File: src/logic/ubrg_defines.vh
// How it works
// RULE1: Generator runs from the reference clock input, crystal or external source.
// RULE2: Sample rate is reference divided by divisor times prescaler; divisor is low plus 256*high.
// RULE3: Prescaler equals two to the exponent times (sample count plus offset).
// RULE4: Sample count is 16 minus the sample count register, register 0h to Ch.
// RULE5: Prescale exponent comes straight from its register, valid 01h or 02h.
// RULE6: Prescale offset comes straight from its register, 0h to 7h, added to sample count.
// RULE7: Software must not program a zero sample count, divisor or prescaler.
// RULE8: Sample count and prescaler apply only in enhanced mode; otherwise fixed sixteen; the logic fixes the legacy prescaler at one.
// RULE9: One sample tick per prescaled period; each bit spans sample-count ticks.
`ifndef UBRG_DEFINES_VH
`define UBRG_DEFINES_VH
`define UBRG_OFS_DIV_LOW 8'h00
`define UBRG_OFS_DIV_HIGH 8'h04
`define UBRG_OFS_SAMPLE 8'h08
`define UBRG_OFS_EXP 8'h0C
`define UBRG_OFS_OFFSET 8'h10
`define UBRG_OFS_CTRL 8'h14
`define UBRG_OFS_STATUS 8'h18
`define UBRG_RST_DIV_LOW 8'h01
`define UBRG_RST_DIV_HIGH 8'h00
`define UBRG_RST_SAMPLE 4'h0
`define UBRG_RST_EXP 2'h1
`define UBRG_RST_OFFSET 3'h0
`define UBRG_SAMPLE_BASE 5'h10
`define UBRG_SAMPLE_MAX 4'hC
`define UBRG_LEGACY_COUNT 5'h10
`define UBRG_CTRL_ENH_BIT 0
`define UBRG_CTRL_EN_BIT 1
`define UBRG_RESP_OKAY 2'h0
`define UBRG_RESP_SLVERR 2'h2
`endif

File: src/logic/ubrg_counter.v
`timescale 1ns/1ps
`include "ubrg_defines.vh"
// Reloadable down counter: pulses tick once every load_value+1 enabled steps
module ubrg_counter #(
    parameter WIDTH = 16
) (
    input wire aclk, // System clock
    input wire aresetn, // Synchronous reset, active low
    input wire enable, // Count this cycle
    input wire restart, // Force reload
    input wire [WIDTH-1:0] load_value, // Period minus one
    output reg tick // One-cycle pulse at period end
);
    reg [WIDTH-1:0] count;

    // Count down, reload at zero
    always @(posedge aclk) begin
        if (!aresetn) begin
            count <= {WIDTH{1'b0}};
            tick <= 1'b0;
        end else if (restart) begin
            count <= load_value;
            tick <= 1'b0;
        end else if (enable) begin
            if (count == {WIDTH{1'b0}}) begin
                count <= load_value;
                tick <= 1'b1;
            end else begin
                count <= count - {{(WIDTH-1){1'b0}}, 1'b1};
                tick <= 1'b0;
            end
        end else begin
            tick <= 1'b0;
        end
    end
endmodule

File: src/logic/ubrg_top.v
// Added by the designer: the address map and the AXI4-Lite slave port.
`timescale 1ns/1ps
`include "ubrg_defines.vh"
// Bit rate generator with AXI4-Lite register slave
module ubrg_top (
    input wire aclk, // System clock, 20 MHz
    input wire aresetn, // Synchronous reset, active low
    input wire reference_clock_in, // Reference clock pin
    input wire [7:0] s_axi_awaddr, // Write address
    input wire s_axi_awvalid, // Write address valid
    output wire s_axi_awready, // Write address ready
    input wire [31:0] s_axi_wdata, // Write data
    input wire [3:0] s_axi_wstrb, // Write strobes
    input wire s_axi_wvalid, // Write data valid
    output wire s_axi_wready, // Write data ready
    output reg [1:0] s_axi_bresp, // Write response
    output reg s_axi_bvalid, // Write response valid
    input wire s_axi_bready, // Write response ready
    input wire [7:0] s_axi_araddr, // Read address
    input wire s_axi_arvalid, // Read address valid
    output wire s_axi_arready, // Read address ready
    output reg [31:0] s_axi_rdata, // Read data
    output reg [1:0] s_axi_rresp, // Read response
    output reg s_axi_rvalid, // Read data valid
    input wire s_axi_rready, // Read data ready
    output reg sample_tick, // One pulse per prescaled divisor period
    output reg bit_tick // One pulse per serial bit
);
    reg [7:0] divisor_low_byte;
    reg [7:0] divisor_high_byte;
    reg [3:0] sample_count_register;
    reg [1:0] prescale_exponent;
    reg [2:0] prescale_offset;
    reg enhanced_mode;
    reg generator_enable;
    reg aw_held;
    reg [7:0] aw_addr;
    reg w_held;
    reg [31:0] w_data;
    reg [3:0] w_strb;
    reg [2:0] ref_sync;
    reg ref_level;
    reg ref_rise;
    reg restart;
    reg [8:0] prescale_step;
    reg [4:0] bit_step;
    wire [15:0] divisor;
    wire [4:0] sample_count;
    wire [5:0] base_count;
    wire [8:0] prescaler;
    wire [15:0] div_load;
    wire div_tick;
    wire do_write;
    wire [7:0] wb;

    // Divisor assembled from both bytes
    assign divisor = {divisor_high_byte, divisor_low_byte}; // RULE2
    // Sample count: enhanced programmable, else legacy sixteen
    assign sample_count = enhanced_mode ?
        (`UBRG_SAMPLE_BASE - {1'b0, sample_count_register}) : `UBRG_LEGACY_COUNT; // RULE4 RULE8
    // Prescaler: 2^M times (count plus offset) in enhanced mode, else one
    assign base_count = {1'b0, sample_count} + {3'b000, prescale_offset}; // RULE6
    assign prescaler = enhanced_mode ? ({3'b000, base_count} << prescale_exponent) : 9'h001; // RULE3 RULE5 RULE8
    assign div_load = divisor - 16'h0001;

    // Write channels accepted independently
    assign s_axi_awready = !aw_held && !s_axi_bvalid;
    assign s_axi_wready = !w_held && !s_axi_bvalid;
    assign s_axi_arready = !s_axi_rvalid;
    assign do_write = aw_held && w_held && !s_axi_bvalid;
    assign wb = w_strb[0] ? w_data[7:0] : 8'h00;

    // Reference pin synchroniser, a change counts once stages two and three agree
    always @(posedge aclk) begin
        if (!aresetn) begin
            ref_sync <= 3'b000;
            ref_level <= 1'b0;
            ref_rise <= 1'b0;
        end else begin
            ref_sync <= {ref_sync[1:0], reference_clock_in}; // RULE1
            ref_rise <= 1'b0;
            if (ref_sync[2] == ref_sync[1] && ref_sync[2] != ref_level) begin
                ref_level <= ref_sync[2];
                ref_rise <= ref_sync[2];
            end
        end
    end

    // Divisor stage counts rising reference edges
    ubrg_counter #(
        .WIDTH(16)
    ) u_div (
        .aclk(aclk),
        .aresetn(aresetn),
        .enable(ref_rise && generator_enable),
        .restart(restart),
        .load_value(div_load),
        .tick(div_tick)
    );

    // Prescaler stage: sample tick every prescaler divisor periods
    always @(posedge aclk) begin
        if (!aresetn || restart) begin
            prescale_step <= 9'h000;
            bit_step <= 5'h00;
            sample_tick <= 1'b0;
            bit_tick <= 1'b0;
        end else begin
            sample_tick <= 1'b0;
            bit_tick <= 1'b0;
            if (div_tick) begin
                if (prescale_step + 9'h001 >= prescaler) begin // RULE3
                    prescale_step <= 9'h000;
                    sample_tick <= 1'b1; // RULE9
                    if (bit_step + 5'h01 >= sample_count) begin
                        bit_step <= 5'h00;
                        bit_tick <= 1'b1; // RULE9
                    end else begin
                        bit_step <= bit_step + 5'h01;
                    end
                end else begin
                    prescale_step <= prescale_step + 9'h001;
                end
            end
        end
    end


    // Write path and registers
    always @(posedge aclk) begin
        if (!aresetn) begin
            aw_held <= 1'b0;
            w_held <= 1'b0;
            aw_addr <= 8'h00;
            w_data <= 32'h0000_0000;
            w_strb <= 4'h0;
            s_axi_bvalid <= 1'b0;
            s_axi_bresp <= `UBRG_RESP_OKAY;
            divisor_low_byte <= `UBRG_RST_DIV_LOW;
            divisor_high_byte <= `UBRG_RST_DIV_HIGH;
            sample_count_register <= `UBRG_RST_SAMPLE;
            prescale_exponent <= `UBRG_RST_EXP;
            prescale_offset <= `UBRG_RST_OFFSET;
            enhanced_mode <= 1'b0;
            generator_enable <= 1'b0;
            restart <= 1'b0;
        end else begin
            restart <= 1'b0;
            if (s_axi_awvalid && s_axi_awready) begin
                aw_held <= 1'b1;
                aw_addr <= s_axi_awaddr;
            end
            if (s_axi_wvalid && s_axi_wready) begin
                w_held <= 1'b1;
                w_data <= s_axi_wdata;
                w_strb <= s_axi_wstrb;
            end
            if (s_axi_bvalid && s_axi_bready) begin
                s_axi_bvalid <= 1'b0;
            end
            if (do_write) begin
                aw_held <= 1'b0;
                w_held <= 1'b0;
                s_axi_bvalid <= 1'b1;
                s_axi_bresp <= `UBRG_RESP_OKAY;
                restart <= 1'b1;
                case ({aw_addr[7:2], 2'b00})
                    `UBRG_OFS_DIV_LOW: begin
                        if (w_strb[0]) divisor_low_byte <= wb;
                    end
                    `UBRG_OFS_DIV_HIGH: begin
                        if (w_strb[0]) divisor_high_byte <= wb;
                    end
                    `UBRG_OFS_SAMPLE: begin
                        if (w_strb[0] && wb[3:0] <= `UBRG_SAMPLE_MAX) sample_count_register <= wb[3:0];
                    end
                    `UBRG_OFS_EXP: begin
                        if (w_strb[0] && (wb[1:0] == 2'h1 || wb[1:0] == 2'h2)) prescale_exponent <= wb[1:0];
                    end
                    `UBRG_OFS_OFFSET: begin
                        if (w_strb[0]) prescale_offset <= wb[2:0];
                    end
                    `UBRG_OFS_CTRL: begin
                        if (w_strb[0]) begin
                            enhanced_mode <= wb[`UBRG_CTRL_ENH_BIT];
                            generator_enable <= wb[`UBRG_CTRL_EN_BIT];
                        end
                    end
                    `UBRG_OFS_STATUS: begin
                        restart <= 1'b0;
                    end
                    default: begin
                        restart <= 1'b0;
                        s_axi_bresp <= `UBRG_RESP_SLVERR;
                    end
                endcase
            end
        end
    end

    // Read path, answer one cycle after address
    always @(posedge aclk) begin
        if (!aresetn) begin
            s_axi_rvalid <= 1'b0;
            s_axi_rdata <= 32'h0000_0000;
            s_axi_rresp <= `UBRG_RESP_OKAY;
        end else begin
            if (s_axi_rvalid && s_axi_rready) begin
                s_axi_rvalid <= 1'b0;
            end
            if (s_axi_arvalid && s_axi_arready) begin
                s_axi_rvalid <= 1'b1;
                s_axi_rresp <= `UBRG_RESP_OKAY;
                case ({s_axi_araddr[7:2], 2'b00})
                    `UBRG_OFS_DIV_LOW: s_axi_rdata <= {24'h00_0000, divisor_low_byte};
                    `UBRG_OFS_DIV_HIGH: s_axi_rdata <= {24'h00_0000, divisor_high_byte};
                    `UBRG_OFS_SAMPLE: s_axi_rdata <= {28'h000_0000, sample_count_register};
                    `UBRG_OFS_EXP: s_axi_rdata <= {30'h0000_0000, prescale_exponent};
                    `UBRG_OFS_OFFSET: s_axi_rdata <= {29'h0000_0000, prescale_offset};
                    `UBRG_OFS_CTRL: s_axi_rdata <= {30'h0000_0000, generator_enable, enhanced_mode};
                    `UBRG_OFS_STATUS: s_axi_rdata <= {14'h0000, ref_level, prescaler, bit_step, 3'h0};
                    default: begin
                        s_axi_rdata <= 32'h0000_0000;
                        s_axi_rresp <= `UBRG_RESP_SLVERR;
                    end
                endcase
            end
        end
    end
endmodule

File: config.mk
export PLATFORM = sky130hd
export DESIGN_NAME = ubrg_top
export DESIGN_NICKNAME = d
export VERILOG_FILES = /design/src/logic/ubrg_counter.v /design/src/logic/ubrg_top.v
export VERILOG_INCLUDE_DIRS = /design/src /design/src/logic
export SDC_FILE = /design/constraint.sdc
export NUM_CORES = 1
export LEC_CHECK = 0
export ABC_AREA = 1
export BUFFER_PORTS_ARGS = -buffer_cell sky130_fd_sc_hd__buf_2
export CAP_MARGIN = 15
export CORE_MARGIN = 5
export CORE_UTILIZATION = 29
export DETAILED_ROUTE_END_ITERATION = 7
export PLACE_DENSITY = 0.5
export SYNTH_ARGS = -nofsm -noshare
export SYNTH_HDL_FRONTEND = slang
export SYNTH_HIERARCHICAL = 1
export SYNTH_SLANG_ARGS = --single-unit
File: constraint.sdc
create_clock -name aclk -period 5.3 [get_ports aclk]
set_clock_uncertainty 0.05 [all_clocks]
set_input_delay 0.265 -clock aclk [delete_from_list [all_inputs] [get_ports aclk]]
set_output_delay 0.265 -clock aclk [all_outputs]
set_load 0.01 [all_outputs]
==> reports/qor.yml <==
cp-start-kind: "flip-flop"
rr_startpoint: "sample_count_register[0]"
num_rows: 53
ctsHoldBuffers: 0
wl_um: 16060
mostFrequentLayoutCell: "nand2_1"
die_h_um: 155.8
drc: 0
clkLatencyLatePin_ps: 360
crit_path_end_kind: "flip-flop"
critPathMaxFanout: 8
criticalPathCategory: "flip-flop to flip-flop"
status: "finished, final reports clean"
rsz0062_at_grt: "no"
slew_headroom_pct: 41.88
cts_buffer_depth: 2
cap_violations: 0
synthCells: 886
layout_common_cells: "nand2_1, inv_1, dfxtp_1, nor2_1, a21oi_1"
power.density_mw_per_mm2: 242.5
fin_area_mm2: 0.006887
tns_ps: 0
grt_first_pass_wirelength_um: 26280
post_cts_resized: 0
grt_pass1_vias: 5277
start_util_pct: 29.42
synth.largest_area_cell: "dfxtp_1"
ys_async_sr_fraction_pct: 0
io_buffer_count: 55
grt_max_degree: 56
r2r.worst_path.cells: 22
place_area_mm2: 0.006603
netlist.area_leader.share_pct: 34.09
leakagePower_nw: 3.124
overflow: 0
min_path_cells: 3
dp_hpwl_um: 12500
routabilityCongestion: 0.8260
design_power_total_mw: 1.670
antenna_found_initial: 0
dieArea_mm2: 0.02428
cts_sinks: 105
cts_tree: "yes"
synthTopCellsByArea: "dfxtp_1, nand2_1, inv_1"
synth_area_mm2: 0.006166
postCtsSetupBuffers: 0
seq_area_frac_synth_pct: 34.09
synth_ff_type: "dfxtp_1"
drt_iter0_markers: 347
hold_ws_ps: 36.17
coreArea_mm2: 0.02096
avgSynthCellArea_um2: 6.959
min_from: "reference_clock_in"
cts_root_buf: "clkbuf_16"
cts_htree_levels: 3
cp-startpoint: "sample_count_register[0]"
track_usage_pct: 13.39
vdd.ir_drop.worst_mv: 0.1438
synthToLayoutAreaGrowth_pct: 11.69
numCtsBuffers: 9
ioPinCount: 103
hold_violations: 0
ant_nets: 0
required_ps: 5540
vias: 5458
synth_seq_cells: 105
fp.dieW_um: 155.8
drt-wirelength-per-cell_um: 13.25
yosysWarnings: 6
firstDrtPassIters: 5
hold_class: "input pin to flip-flop"
period_needed_ps: 3552
fin_crit_sh_pct: 67.02
arrival_ps: 3790
fin_nets: 1017
avgViaCountPerCell: 4.503
path_clk_slew_ps: 70
max_slew.worst_pin.slew_ps: 868.6
drive_gt1_share_pct: 13.66
synth_edf_count: 0
finalMaxSlewViolations: 0
finalSetupViolations: 0
netlist-cell-type-count: 47
max_freq_mhz: 281.5
diodes: 0
where the power goes:
group	leakage, nW	internal (mW)	total, mW	switching [mW]
Sequential	0.851	0.807	0.826	0.0188
Clock	0.132	0.334	0.648	0.314
Combinational	2.14	0.0602	0.196	0.136
Total	3.12	1.20	1.67	0.468
path summary, 6_finish.rpt:
check	endpoint	slack [ps]
setup / recovery	prescale_step[4]	1750
hold / removal	ref_sync[0]	40
setup reg to reg	prescale_step[4]	1750
hold reg to reg	ref_sync[1]	370
critical path: stages (launching register included):
cell	delay, ps
dfxtp_1	340
inv_1	100
ha_1	220
nand2_1	60
nand2_1	70
nor2_1	200
ha_1	320
a21oi_1	140
nand2_1	100
nand3_1	90
nand2_1	70
nand2_1	80
nand3_1	80
nand2_1	120
inv_1	50
ha_1	310
a21oi_1	140
o21ai_0	100
nand2_1	60
o2111ai_1	200
nor2_2	350
nand2_1	90
a21oi_1	130
sequential cells by signal, summed over array words and instances, names as in the netlist, 2 cells and up:
signal,cells
sample_count_register,4
w_data,8
prescale_exponent,2
prescale_step,9
divisor_low_byte,8
aw_addr,6
s_axi_rdata,18
u_div/count,16
bit_step,5
ref_sync,3
prescale_offset,3
divisor_high_byte,8
synthesized netlist by cell type, types with 2 or more instances:
library cell	count
a21oi_2	8
o2111ai_1	2
o21bai_1	2
nand3_1	46
nand3_4	2
or2_2	2
nand2_2	4
nor2_4	5
nor3_2	2
buf_4	17
clkbuf_1	12
clkinv_1	2
o211ai_1	2
nor2_1	98
buf_2	3
a21oi_1	74
nand3b_1	2
o22ai_1	7
a211oi_1	4
buf_12	2
nor2_2	14
o21ai_0	60
xnor2_1	4
ha_1	24
nor3_1	4
dfxtp_1	105
inv_2	5
o21ai_2	8
nand2_1	191
inv_1	115
xor2_1	25
nand3_2	4
o221ai_1	3
nand4_1	15
logic make-up (layout without fill, tap and decap cells):
kind of cell / count (synthesis) / after routing / share of synthesized area [%]
and+or+nand+nor: 394 / 394 / 29.06
DFF: 105 / 105 / 34.09
adders and majority gates: 25 / 25 / 5.195
xor gates and xnor gates: 29 / 29 / 4.119
buffers and inverters: 158 / 194 / 11.42
other: 1 / 16 / 0.06082
AOI/OAI and AO/OA: 174 / 174 / 16.05
area by class of cell:
cell class | count | area [um2]
fill | 2355 | 14070
inverter | 122 | 457.9
sequential | 105 | 2102
clock inverter | 5 | 41.29
timing repair buffer | 56 | 282.8
clock buffer | 11 | 242.7
tap | 275 | 344.1
multi-input combinational | 638 | 3416
per-stage QoR:
stage / setup WS [ps] / utilization, % / instances
2_1_floorplan: 2303 / - / 901
3_3_place_gp: 1764 / 31.51 / 1196
3_5_place_dp: 1755 / 31.51 / 1196
4_1_cts: 1728 / 32.86 / 1212
5_1_grt: 1381 / 32.86 / 1212
6_report: 1748 / 32.86 / 1212
layer usage:
metal  GRT usage, %  vias to the layer above  wire length [um]
li1               -                     2917                 -
met1          18.20                     2446              7963
met2          21.82                       81              7272
met3          2.108                       14               610
met4          4.210                        0               213
met5              0                        -                 0
No activity file was read; power rests on OpenSTA's default activity.
